### config.mk
export PLATFORM = sky130hd
export DESIGN_NAME = slave_port_i2c_mailbox
export DESIGN_NICKNAME = d
export VERILOG_FILES = /design/src/hw/slave_port_pkg.sv /design/src/hw/bit_sync.sv /design/src/hw/mailbox_bank.sv /design/src/hw/slave_port_i2c_mailbox.sv
export SDC_FILE = /design/constraint.sdc
export NUM_CORES = 1
export LEC_CHECK = 0
export BUFFER_PORTS_ARGS = -buffer_cell sky130_fd_sc_hd__buf_4
export CAP_MARGIN = 20
export CELL_PAD_IN_SITES_DETAIL_PLACEMENT = 0
export CELL_PAD_IN_SITES_GLOBAL_PLACEMENT = 1
export CORE_ASPECT_RATIO = 1.75
export CORE_UTILIZATION = 45
export CTS_BUF_LIST = sky130_fd_sc_hd__clkbuf_16
export CTS_CLUSTER_DIAMETER = 60
export CTS_CLUSTER_SIZE = 40
export DETAILED_ROUTE_END_ITERATION = 7
export GPL_TIMING_DRIVEN = 0
export PLACE_DENSITY_LB_ADDON = 0.1
export SLEW_MARGIN = 20
export SYNTH_ARGS = -nofsm -noshare
export SYNTH_HDL_FRONTEND = slang
export SYNTH_SLANG_ARGS = --single-unit
### constraint.sdc
create_clock -name clock -period 2.3 [get_ports clock]
set_input_delay 0.575 -clock clock [delete_from_list [all_inputs] [get_ports clock]]
set_output_delay 0.575 -clock clock [all_outputs]
set_load 0.03 [all_outputs]
### src/hw/slave_port_pkg.sv
// Shared constants and types of the mailbox slave port.
package slave_port_pkg;

    // Mailbox space and pointer layout.
    localparam int MAILBOX_COUNT = 32;
    localparam int PTR_W = 6;
    localparam logic [5:0] PTR_RESET = 6'h00;
    localparam logic [5:0] MAILBOX_END = 6'h20;
    localparam logic [5:0] SEM_BASE = 6'h20;
    localparam int SEM_COUNT = 2;
    localparam logic [7:0] BYTE_RESET = 8'h00;
    localparam logic [31:0] WORD_RESET = 32'h0000_0000;

    // Serial framing.
    localparam logic [3:0] BYTE_BITS = 4'h8;
    localparam logic [6:0] GENERAL_CALL_ADDR = 7'h00;

    // Highest serial rate and the clock cycles that one bit spans at it.
    localparam int CLOCK_HZ = 10_000_000;
    localparam int I2C_MAX_RATE_BPS = 2_000_000;
    localparam int MIN_BIT_CYCLES = (CLOCK_HZ + I2C_MAX_RATE_BPS - 1) / I2C_MAX_RATE_BPS;

    // Serial slave states, Gray coded along the usual path.
    typedef enum logic [2:0] {
        ST_IDLE = 3'b000,
        ST_ADDR = 3'b001,
        ST_ADDR_ACK = 3'b011,
        ST_RX_DATA = 3'b010,
        ST_RX_ACK = 3'b110,
        ST_TX_DATA = 3'b111,
        ST_TX_ACK = 3'b101
    } i2c_state_e;

endpackage : slave_port_pkg

### src/hw/bit_sync.sv
// Two flip-flop synchroniser for a group of independent levels.
`timescale 1ns/1ps
module bit_sync #(
    parameter int WIDTH = 1
) (
    input wire logic clock, // System clock.
    input wire logic reset_n, // Asynchronous reset, active low.
    input wire logic [WIDTH-1:0] async_in, // Levels from outside the clock domain.
    output logic [WIDTH-1:0] sync_out // Levels safe to read.
);

    ////////////////////////////////////////////////////////////////////////
    // One plain two-stage chain per bit; the first stage feeds only the second.
    for (genvar i = 0; i < WIDTH; i++) begin : g_bit
        logic meta_reg;
        logic meta_next;
        logic stable_reg;
        logic stable_next;

        // Next values of the chain.
        always_comb begin
            meta_next = async_in[i];
            stable_next = meta_reg;
        end

        // Register the chain.
        always_ff @(posedge clock or negedge reset_n) begin
            if (!reset_n) begin
                meta_reg <= 1'b0;
                stable_reg <= 1'b0;
            end else begin
                meta_reg <= meta_next;
                stable_reg <= stable_next;
            end
        end

        assign sync_out[i] = stable_reg;
    end

endmodule : bit_sync

### src/hw/mailbox_bank.sv
// Mailbox byte array with host write tracking.
`timescale 1ns/1ps
module mailbox_bank
    import slave_port_pkg::*;
#(
    parameter int COUNT = slave_port_pkg::MAILBOX_COUNT,
    parameter int ADDR_W = $clog2(COUNT)
) (
    input wire logic clock, // System clock.
    input wire logic reset_n, // Asynchronous reset, active low.
    input wire logic cpu_we, // CPU byte write strobe.
    input wire logic [ADDR_W-1:0] cpu_addr, // CPU mailbox index.
    input wire logic [7:0] cpu_wdata, // CPU write byte.
    output logic [7:0] cpu_rdata, // CPU read byte, one cycle after the address.
    input wire logic host_we, // Serial host byte write strobe.
    input wire logic [ADDR_W-1:0] host_addr, // Serial host mailbox index.
    input wire logic [7:0] host_wdata, // Serial host write byte.
    input wire logic [ADDR_W-3:0] row_sel, // Four-byte row to present.
    output logic [31:0] row_word, // Selected row, lowest address in the top byte.
    input wire logic [COUNT-1:0] written_clear, // CPU clears host write flags.
    output logic [COUNT-1:0] written_flags // Mailboxes written by the host.
);

    logic [7:0] mem_reg [COUNT];
    logic [COUNT-1:0] written_reg;
    logic [7:0] rdata_reg;
    logic [7:0] rdata_next;

    ////////////////////////////////////////////////////////////////////////
    // Each entry takes CPU and host writes; the host write lands last.
    for (genvar i = 0; i < COUNT; i++) begin : g_entry
        logic [7:0] mem_next;
        logic written_next;

        // Next value of the byte and of its written flag.
        always_comb begin
            mem_next = mem_reg[i];
            written_next = written_reg[i];
            if (cpu_we && cpu_addr == ADDR_W'(i)) begin // [RULE10]
                mem_next = cpu_wdata;
            end
            if (written_clear[i]) begin
                written_next = 1'b0;
            end
            if (host_we && host_addr == ADDR_W'(i)) begin // [RULE10]
                mem_next = host_wdata;
                written_next = 1'b1; // [RULE13]
            end
        end

        // Register the entry.
        always_ff @(posedge clock or negedge reset_n) begin
            if (!reset_n) begin
                mem_reg[i] <= BYTE_RESET;
                written_reg[i] <= 1'b0;
            end else begin
                mem_reg[i] <= mem_next;
                written_reg[i] <= written_next;
            end
        end
    end

    // CPU read port is registered.
    always_comb begin
        rdata_next = mem_reg[cpu_addr];
    end

    always_ff @(posedge clock or negedge reset_n) begin
        if (!reset_n) begin
            rdata_reg <= BYTE_RESET;
        end else begin
            rdata_reg <= rdata_next;
        end
    end

    // Big-endian row view for the serial read buffer.
    assign row_word = {mem_reg[{row_sel, 2'b00}], mem_reg[{row_sel, 2'b01}],
                       mem_reg[{row_sel, 2'b10}], mem_reg[{row_sel, 2'b11}]}; // [RULE19]
    assign cpu_rdata = rdata_reg;
    assign written_flags = written_reg;
endmodule : mailbox_bank

### src/hw/slave_port_i2c_mailbox.sv
// Serial mailbox slave port: boot mode pick, I2C slave, read buffer, semaphores.
// How it works
// RULE1: select pin low at boot chooses SPI.
// RULE2: select pin high at boot chooses I2C.
// RULE3: port logic runs from serial clock edges.
// RULE4: serve transfers except in deep sleep.
// RULE5: deep sleep address match or deselect wakes.
// RULE6: chip reset silences the port completely.
// RULE7: host holds select pin at mode level.
// RULE8: SPI host drives select low before reset.
// RULE9: SPI host keeps select low 1 ms.
// RULE10: 32 byte mailboxes, CPU and host access.
// RULE11: 32-bit read buffer keeps reads consistent.
// RULE12: two semaphores arbitrate shared mailbox data.
// RULE13: flags record mailboxes the host wrote.
// RULE14: pointer steps per byte, 31 wraps 0.
// RULE15: seven-bit address only; general call ignored.
// RULE16: serial clock up to 2 Mbps.
// RULE17: clock and data sampled without filtering.
// RULE18: read latches aligned row; group reads reuse it.
// RULE19: big-endian rows, lowest address most significant.
// RULE20: first written byte loads the pointer.
// RULE21: crossing signals synchronised before use.
`timescale 1ns/1ps
module slave_port_i2c_mailbox
    import slave_port_pkg::*;
(
    input wire logic clock, // System clock, 10 MHz.
    input wire logic reset_n, // Chip reset, asynchronous, active low.
    input wire logic boot_done, // One-cycle pulse at the end of boot.
    input wire logic boot_mode_select_pin, // Shared mode pin, also the SPI select.
    input wire logic scl_in, // Serial clock pin.
    input wire logic sda_in, // Serial data pin level.
    output logic sda_out, // Serial data output, always low when enabled.
    output logic sda_oe, // Serial data output enable, high pulls low.
    input wire logic [6:0] slave_address, // Configured seven-bit address.
    input wire logic wake_enable, // Allows wake-up from deep sleep.
    input wire logic deep_sleep_state, // Chip is in deep sleep.
    output logic wake_request, // One-cycle wake-up pulse.
    output logic spi_mode, // SPI mode picked at boot.
    output logic i2c_mode, // I2C mode picked at boot.
    input wire logic cpu_we, // CPU mailbox write strobe.
    input wire logic [4:0] cpu_addr, // CPU mailbox index.
    input wire logic [7:0] cpu_wdata, // CPU write byte.
    output logic [7:0] cpu_rdata, // CPU read byte.
    input wire logic [31:0] written_clear, // Clears host write flags.
    output logic [31:0] written_flags, // Host write flags.
    input wire logic [1:0] cpu_sem_take, // CPU semaphore take pulses.
    input wire logic [1:0] cpu_sem_release, // CPU semaphore release pulses.
    output logic [1:0] sem_taken, // Semaphore busy.
    output logic [1:0] sem_by_host // Semaphore last taken by the host.
);

    logic pin_s;
    logic scl_s;
    logic sda_s;
    logic pin_prev_reg, scl_prev_reg, sda_prev_reg;
    logic spi_reg, spi_next, i2c_reg, i2c_next;
    i2c_state_e state_reg, state_next;
    logic [3:0] cnt_reg, cnt_next;
    logic [7:0] shift_reg, shift_next, tx_reg, tx_next;
    logic [PTR_W-1:0] ptr_reg, ptr_next, ptr_step;
    logic rw_reg, rw_next, first_reg, first_next;
    logic drive_reg, drive_next, mack_reg, mack_next;
    logic bvalid_reg, bvalid_next;
    logic [2:0] brow_reg, brow_next;
    logic [31:0] bword_reg, bword_next, row_word, word;
    logic wake_reg, wake_next;
    logic [1:0] semt_reg, semt_next, semh_reg, semh_next;
    logic start, stop, scl_rise, scl_fall, addr_match, row_hit;
    logic tx_load, host_we, sem_write;
    logic [7:0] read_byte, mb_byte;

    ////////////////////////////////////////////////////////////////////////
    // Pins cross into the clock domain through plain two-stage chains.
    bit_sync #(
        .WIDTH(3)
    ) u_sync (
        .clock(clock),
        .reset_n(reset_n),
        .async_in({boot_mode_select_pin, scl_in, sda_in}),
        .sync_out({pin_s, scl_s, sda_s}) // [RULE21] [RULE17]
    );

    // Edge and condition detection on the synchronised lines, no filtering.
    assign scl_rise = scl_s && !scl_prev_reg; // [RULE3] [RULE17] [RULE16]
    assign scl_fall = !scl_s && scl_prev_reg; // [RULE3]
    assign start = scl_s && scl_prev_reg && sda_prev_reg && !sda_s;
    assign stop = scl_s && scl_prev_reg && !sda_prev_reg && sda_s;
    assign addr_match = shift_reg[7:1] == slave_address && shift_reg[7:1] != GENERAL_CALL_ADDR; // [RULE15]

    ////////////////////////////////////////////////////////////////////////
    // Mailbox array shared by CPU and host.
    mailbox_bank u_bank (
        .clock(clock),
        .reset_n(reset_n),
        .cpu_we(cpu_we),
        .cpu_addr(cpu_addr),
        .cpu_wdata(cpu_wdata),
        .cpu_rdata(cpu_rdata),
        .host_we(host_we),
        .host_addr(ptr_reg[4:0]),
        .host_wdata(shift_reg),
        .row_sel(ptr_reg[4:2]),
        .row_word(row_word),
        .written_clear(written_clear),
        .written_flags(written_flags)
    );

    // Read path: a latched row serves the rest of its group.
    always_comb begin
        row_hit = bvalid_reg && brow_reg == ptr_reg[4:2];
        word = row_hit ? bword_reg : row_word; // [RULE18] [RULE11]
        unique case (ptr_reg[1:0])
            2'b00: mb_byte = word[31:24]; // [RULE19]
            2'b01: mb_byte = word[23:16];
            2'b10: mb_byte = word[15:8];
            2'b11: mb_byte = word[7:0];
        endcase
        if (ptr_reg < MAILBOX_END) begin
            read_byte = mb_byte;
        end else if (ptr_reg == SEM_BASE || ptr_reg == SEM_BASE + 6'h01) begin
            read_byte = {6'h00, semh_reg[ptr_reg[0]], semt_reg[ptr_reg[0]]};
        end else begin
            read_byte = BYTE_RESET;
        end
        // Mailbox addresses step and wrap; semaphore addresses hold.
        ptr_step = (ptr_reg < MAILBOX_END) ? {1'b0, ptr_reg[4:0] + 5'h01} : ptr_reg; // [RULE14]
    end

    ////////////////////////////////////////////////////////////////////////
    // Next state of the mode pick and the serial slave.
    always_comb begin
        spi_next = spi_reg;
        i2c_next = i2c_reg;
        state_next = state_reg;
        cnt_next = cnt_reg;
        shift_next = shift_reg;
        tx_next = tx_reg;
        ptr_next = ptr_reg;
        rw_next = rw_reg;
        first_next = first_reg;
        drive_next = drive_reg;
        mack_next = mack_reg;
        bvalid_next = bvalid_reg;
        brow_next = brow_reg;
        bword_next = bword_reg;
        wake_next = 1'b0;
        tx_load = 1'b0;
        host_we = 1'b0;
        sem_write = 1'b0;
        if (boot_done) begin
            spi_next = !pin_s; // [RULE1]
            i2c_next = pin_s; // [RULE2]
        end
        // In SPI mode only the deselect wake-up is served here.
        if (spi_reg && deep_sleep_state && wake_enable && pin_s && !pin_prev_reg) begin
            wake_next = 1'b1; // [RULE5]
        end
        if (!i2c_reg) begin
            state_next = ST_IDLE;
            drive_next = 1'b0;
        end else if (start) begin
            state_next = ST_ADDR;
            cnt_next = 4'h0;
            drive_next = 1'b0;
            bvalid_next = 1'b0;
        end else if (stop) begin
            state_next = ST_IDLE;
            drive_next = 1'b0;
        end else begin
            unique case (state_reg)
                ST_IDLE: begin
                end
                ST_ADDR, ST_RX_DATA: begin
                    if (scl_rise) begin
                        shift_next = {shift_reg[6:0], sda_s};
                        cnt_next = cnt_reg + 4'h1;
                    end else if (scl_fall && cnt_reg == BYTE_BITS) begin
                        cnt_next = 4'h0;
                        if (state_reg == ST_RX_DATA) begin
                            state_next = ST_RX_ACK;
                            drive_next = 1'b1;
                            first_next = 1'b0;
                            if (first_reg) begin
                                ptr_next = shift_reg[PTR_W-1:0]; // [RULE20]
                                bvalid_next = 1'b0;
                            end else begin
                                host_we = ptr_reg < MAILBOX_END; // [RULE10] [RULE20]
                                sem_write = ptr_reg[PTR_W-1:1] == SEM_BASE[PTR_W-1:1];
                                ptr_next = ptr_step; // [RULE14]
                            end
                        end else if (addr_match && !deep_sleep_state) begin
                            state_next = ST_ADDR_ACK; // [RULE4]
                            drive_next = 1'b1;
                            rw_next = shift_reg[0];
                        end else begin
                            state_next = ST_IDLE; // [RULE15]
                            wake_next = addr_match && wake_enable; // [RULE5]
                        end
                    end
                end
                ST_ADDR_ACK: begin
                    if (scl_fall) begin
                        state_next = rw_reg ? ST_TX_DATA : ST_RX_DATA;
                        drive_next = 1'b0;
                        first_next = 1'b1;
                        tx_load = rw_reg;
                    end
                end
                ST_RX_ACK: begin
                    if (scl_fall) begin
                        state_next = ST_RX_DATA;
                        drive_next = 1'b0;
                    end
                end
                ST_TX_DATA: begin
                    if (scl_rise) begin
                        cnt_next = cnt_reg + 4'h1;
                    end else if (scl_fall && cnt_reg == BYTE_BITS) begin
                        state_next = ST_TX_ACK;
                        drive_next = 1'b0;
                        cnt_next = 4'h0;
                        ptr_next = ptr_step; // [RULE14]
                    end else if (scl_fall) begin
                        tx_next = {tx_reg[6:0], 1'b0};
                        drive_next = !tx_reg[6];
                    end
                end
                ST_TX_ACK: begin
                    if (scl_rise) begin
                        mack_next = !sda_s;
                    end else if (scl_fall) begin
                        state_next = mack_reg ? ST_TX_DATA : ST_IDLE;
                        tx_load = mack_reg;
                    end
                end
            endcase
        end
        // Present a new byte, latching its row when it is a mailbox.
        if (tx_load) begin
            tx_next = read_byte;
            drive_next = !read_byte[7];
            if (ptr_reg < MAILBOX_END) begin
                bvalid_next = 1'b1; // [RULE18]
                brow_next = ptr_reg[4:2];
                bword_next = word;
            end
        end
    end

    ////////////////////////////////////////////////////////////////////////
    // Semaphores: CPU takes first when both ask for a free one.
    always_comb begin
        semt_next = semt_reg;
        semh_next = semh_reg;
        for (int i = 0; i < SEM_COUNT; i++) begin
            if (!semt_reg[i] && cpu_sem_take[i]) begin
                semt_next[i] = 1'b1; // [RULE12]
                semh_next[i] = 1'b0;
            end else if (!semt_reg[i] && sem_write && ptr_reg[0] == i[0] && shift_reg[0]) begin
                semt_next[i] = 1'b1; // [RULE12]
                semh_next[i] = 1'b1;
            end else if (semt_reg[i] && !semh_reg[i] && cpu_sem_release[i]) begin
                semt_next[i] = 1'b0;
            end else if (semt_reg[i] && semh_reg[i] && sem_write && ptr_reg[0] == i[0] && !shift_reg[0]) begin
                semt_next[i] = 1'b0;
            end
        end
    end

    ////////////////////////////////////////////////////////////////////////
    // Register all state; chip reset clears everything but scl_prev_reg and sda_prev_reg, which reset high, and releases the line.
    always_ff @(posedge clock or negedge reset_n) begin
        if (!reset_n) begin
            pin_prev_reg <= 1'b0;
            scl_prev_reg <= 1'b1;
            sda_prev_reg <= 1'b1;
            spi_reg <= 1'b0;
            i2c_reg <= 1'b0;
            state_reg <= ST_IDLE; // [RULE6]
            cnt_reg <= 4'h0;
            shift_reg <= BYTE_RESET;
            tx_reg <= BYTE_RESET;
            ptr_reg <= PTR_RESET;
            rw_reg <= 1'b0;
            first_reg <= 1'b0;
            drive_reg <= 1'b0; // [RULE6]
            mack_reg <= 1'b0;
            bvalid_reg <= 1'b0;
            brow_reg <= 3'h0;
            bword_reg <= WORD_RESET;
            wake_reg <= 1'b0;
            semt_reg <= 2'h0;
            semh_reg <= 2'h0;
        end else begin
            pin_prev_reg <= pin_s;
            scl_prev_reg <= scl_s;
            sda_prev_reg <= sda_s;
            spi_reg <= spi_next;
            i2c_reg <= i2c_next;
            state_reg <= state_next;
            cnt_reg <= cnt_next;
            shift_reg <= shift_next;
            tx_reg <= tx_next;
            ptr_reg <= ptr_next;
            rw_reg <= rw_next;
            first_reg <= first_next;
            drive_reg <= drive_next;
            mack_reg <= mack_next;
            bvalid_reg <= bvalid_next;
            brow_reg <= brow_next;
            bword_reg <= bword_next;
            wake_reg <= wake_next;
            semt_reg <= semt_next;
            semh_reg <= semh_next;
        end
    end

    // Outputs straight from flip-flops, except sda_out, which is tied low.
    assign sda_out = 1'b0;
    assign sda_oe = drive_reg;
    assign wake_request = wake_reg;
    assign spi_mode = spi_reg;
    assign i2c_mode = i2c_reg;
    assign sem_taken = semt_reg;
    assign sem_by_host = semh_reg;
endmodule : slave_port_i2c_mailbox

==> run metrics <==
Worst VDD drop=0.886 mV; crit path from=scl_prev_reg; power share of the combinational group=0.206; vias in the first global route=19500; FFs w/ async S/R, synth=1.00; initial drt markers=2029; post-route clock period utilization=1.16; Leak=12.8 nW; Cells after DPL=2799; P_sw=6.14 mW; fin cells=2982; gate count of the mapped netlist=2035; area of the mapped netlist=0.0219 mm^2; IO Port Bufs=110; Slew Limit Fails=0; WL final=106 mm; mean post-synth cell area=10.7 um^2; Worst R2R Setup Slack=-0.38 ns; CTS sink cnt=380; Finished Core Util=0.627; Internal Pwr Total=12.3 mW; fin worst setup slack=-0.379 ns; Clock Power Share=0.327; CP Capture Type=register; # Max-Cap Violations=0; slew margin rel.=0.0850; reg-to-reg critical path endpoint=u_bank.mem_reg[166]; adder-cell share of the synthesized area=0.00572; Hold Path Depth=1; Worst-path clk slew=0.09 ns; Hold Path Origin=scl_in; dpl ws=-1.80 ns; diode count=0; critical path type=reg -> reg; Sequential Power Share=0.467; failing checks=setup timing; share of the yosys chip area belonging to registers=0.435; Die X=169 um; setup TNS=-72.60 ns; max reg flops=256; vias post-DR=19600; switching share of power=0.333; worst path required time=2.80 ns; post-synthesis xor/xnor area fraction=0.00521; row count=106; Post-route DRC=0; CTS H-Tree Depth=1; CP endpoint=u_bank.mem_reg[166]; Final min period=2.68 ns; Yosys cell types=67; Startpoint Class=register; Post-synth EDFFs=0; Power, Total=18.4 mW; largest net degree at the start of global routing=98; vias per inst=6.58; clk_lat worst skew=0.62 ns; most frequent cells in the layout=dfrtp_1 (371), mux2i_1 (271), buf_4 (149); crit path DAT=3.18 ns; RSZ-0062 raised after global routing=true; starting density of the core=0.457; antenna violations before repair=2; CP delay by family, top=simple AND/OR/NAND/NOR gates; worst r2r src=scl_prev_reg; DRT Pass-1 Iters=7; Hold Vio Cnt, Final=0; Bufs and invs on worst path=4; wire length of the first global-routing pass=141 mm; most common cell after layout, fill and taps aside=dfrtp_1; FF-to-FF path depth=10; layout cell share with drive strength beyond 1=0.443; Synth Area in Simple Gates=0.102; IO Pins=114; CTS tree=built; Yosys reg bits=380; clock root cell=clkbuf_16; die height=294 um; final setup fails=310; Compound-Gate Fraction of Synth Area=0.107; Final #Nets=2386; Detailed Place HPWL=74.3 mm; f_max=373 MHz; CTS Buffer Depth=3; CP peak stage delay=0.60 ns; worst hold path class=in -> reg; crit path cell chain=nand2b_1, or4_4, buf_12, nor4b_4, buf_6, buf_12, nand3_4, clkbuf_16, nor2_4, a21oi_1; wire length per cell=35.6 um; Critical-path top delay cell=dfstp_2; Syn-to-layout area delta=37.3%; area of the core=0.0479 mm^2; most frequent CP cell=buf_12; Main synth FF type=dfrtp_1; largest family of logic cells by synthesized area=multiplexers; Clock Skew=0.0189 ns; mux cell area share after synthesis=0.304; RePlAce Congestion=1.01; synth warn=0; Crit path depth=10; GRT Overall Usage=0.413; total CTS buffers=29; Synth Net Count=2110; run status=finished with violations; die area=0.0495 mm^2; CP max FO=6; Cell Pwr Density=614 mW/mm^2; post-route ant nets=0; Worst-Margin Slew=1.37 ns; gr ovfl total=0
power by group through the flow:
| stage | registers [mW] | clock network (mW) | logic [mW] |
|---|---|---|---|
| floorplan | 8.29 | 0 | 2.19 |
| global placement | 8.62 | 0 | 3.19 |
| detailed placement | 8.66 | 0 | 3.31 |
| CTS | 8.53 | 6.06 | 3.43 |
| global route | 8.65 | 6.27 | 4.00 |
| finish | 8.61 | 6.02 | 3.79 |
cell usage after synthesis, drive strengths merged, types with 3 or more instances:
cell	instances	area (um^2)
a211oi	5	37.5
a21o	9	67.6
a21oi	248	1240
a222oi	3	30.0
a22o	4	35.0
a22oi	9	67.6
a31oi	4	25.0
and2	5	31.3
and3	3	18.8
buf	57	263
clkbuf	119	447
dfrtp	378	9460
ha	10	125
inv	50	188
mux2	63	709
mux2i	279	2790
mux4	140	3150
nand2	119	467
nand2b	9	56.3
nand3	27	170
nand3b	6	45.0
nand4	9	56.3
nand4b	5	43.8
nor2	270	1010
nor2b	11	68.8
nor3	11	60.1
nor4	6	82.6
nor4b	4	35.0
o211ai	3	22.5
o21ai	110	551
o22ai	5	31.3
or3	4	25.0
xnor2	8	70.1
xor2	5	43.8
final cells by class:
cell class,instances,area (um^2)
inverter,52,196
tap,648,811
multi-input combinational,1430,13800
buffer,162,1570
timing repair buffer,256,2990
clock inverter,25,384
fill,3871,17900
clock buffer,29,726
sequential,380,9520
layer usage:
layer / routed length (um) / vias up / global-route usage
met3: 7400 / 584 / 0.0629
met1: 33000 / 9895 / 0.422
met2: 51600 / 1208 / 0.712
met4: 14100 / 2 / 0.406
li1: - / 7929 / -
met5: 13 / - / 0
per-stage QoR:
stage / instance area (um^2) / hold slack [ns]
3_5_place_dp: 23900 / 0.335
5_1_grt: 30000 / 0.0495
3_3_place_gp: 23700 / 0.334
6_report: 30000 / 0.0650
2_1_floorplan: 22100 / 0.279
4_1_cts: 27600 / 0.0510
logic make-up (layout without fill, tap and decap cells):
family,count (synthesis),after routing
adder cells (fa/ha/maj),10,10
buffers and inverters,228,524
XOR/XNOR,13,13
AO/OA/AOI/OAI,425,425
other,1,1
multiplexers,482,482
flip-flops,380,380
AND/OR/NAND/NOR,496,499
worst min-delay path by stage:
stage,end,slack [ns]
global placement,u_sync.g_bit[2].stable_reg,0.33
CTS,u_sync.g_bit[2].meta_reg,0.05
detailed placement,u_sync.g_bit[0].stable_reg,0.33
floorplan,asynchronous set/reset pin,0.28
finish,u_sync.g_bit[1].meta_reg,0.06
global route,u_sync.g_bit[2].meta_reg,0.05
timing repair:
action,4_1_cts,5_1_grt
resized for setup,380,524
hold buffers,1,0
pin swaps,20,25
setup endpoints to repair,351,348
cloned,17,14
endpoints found under the hold margin,56,0
buffers inserted,71,45
Note: power is estimated with default switching activity, not from simulation.
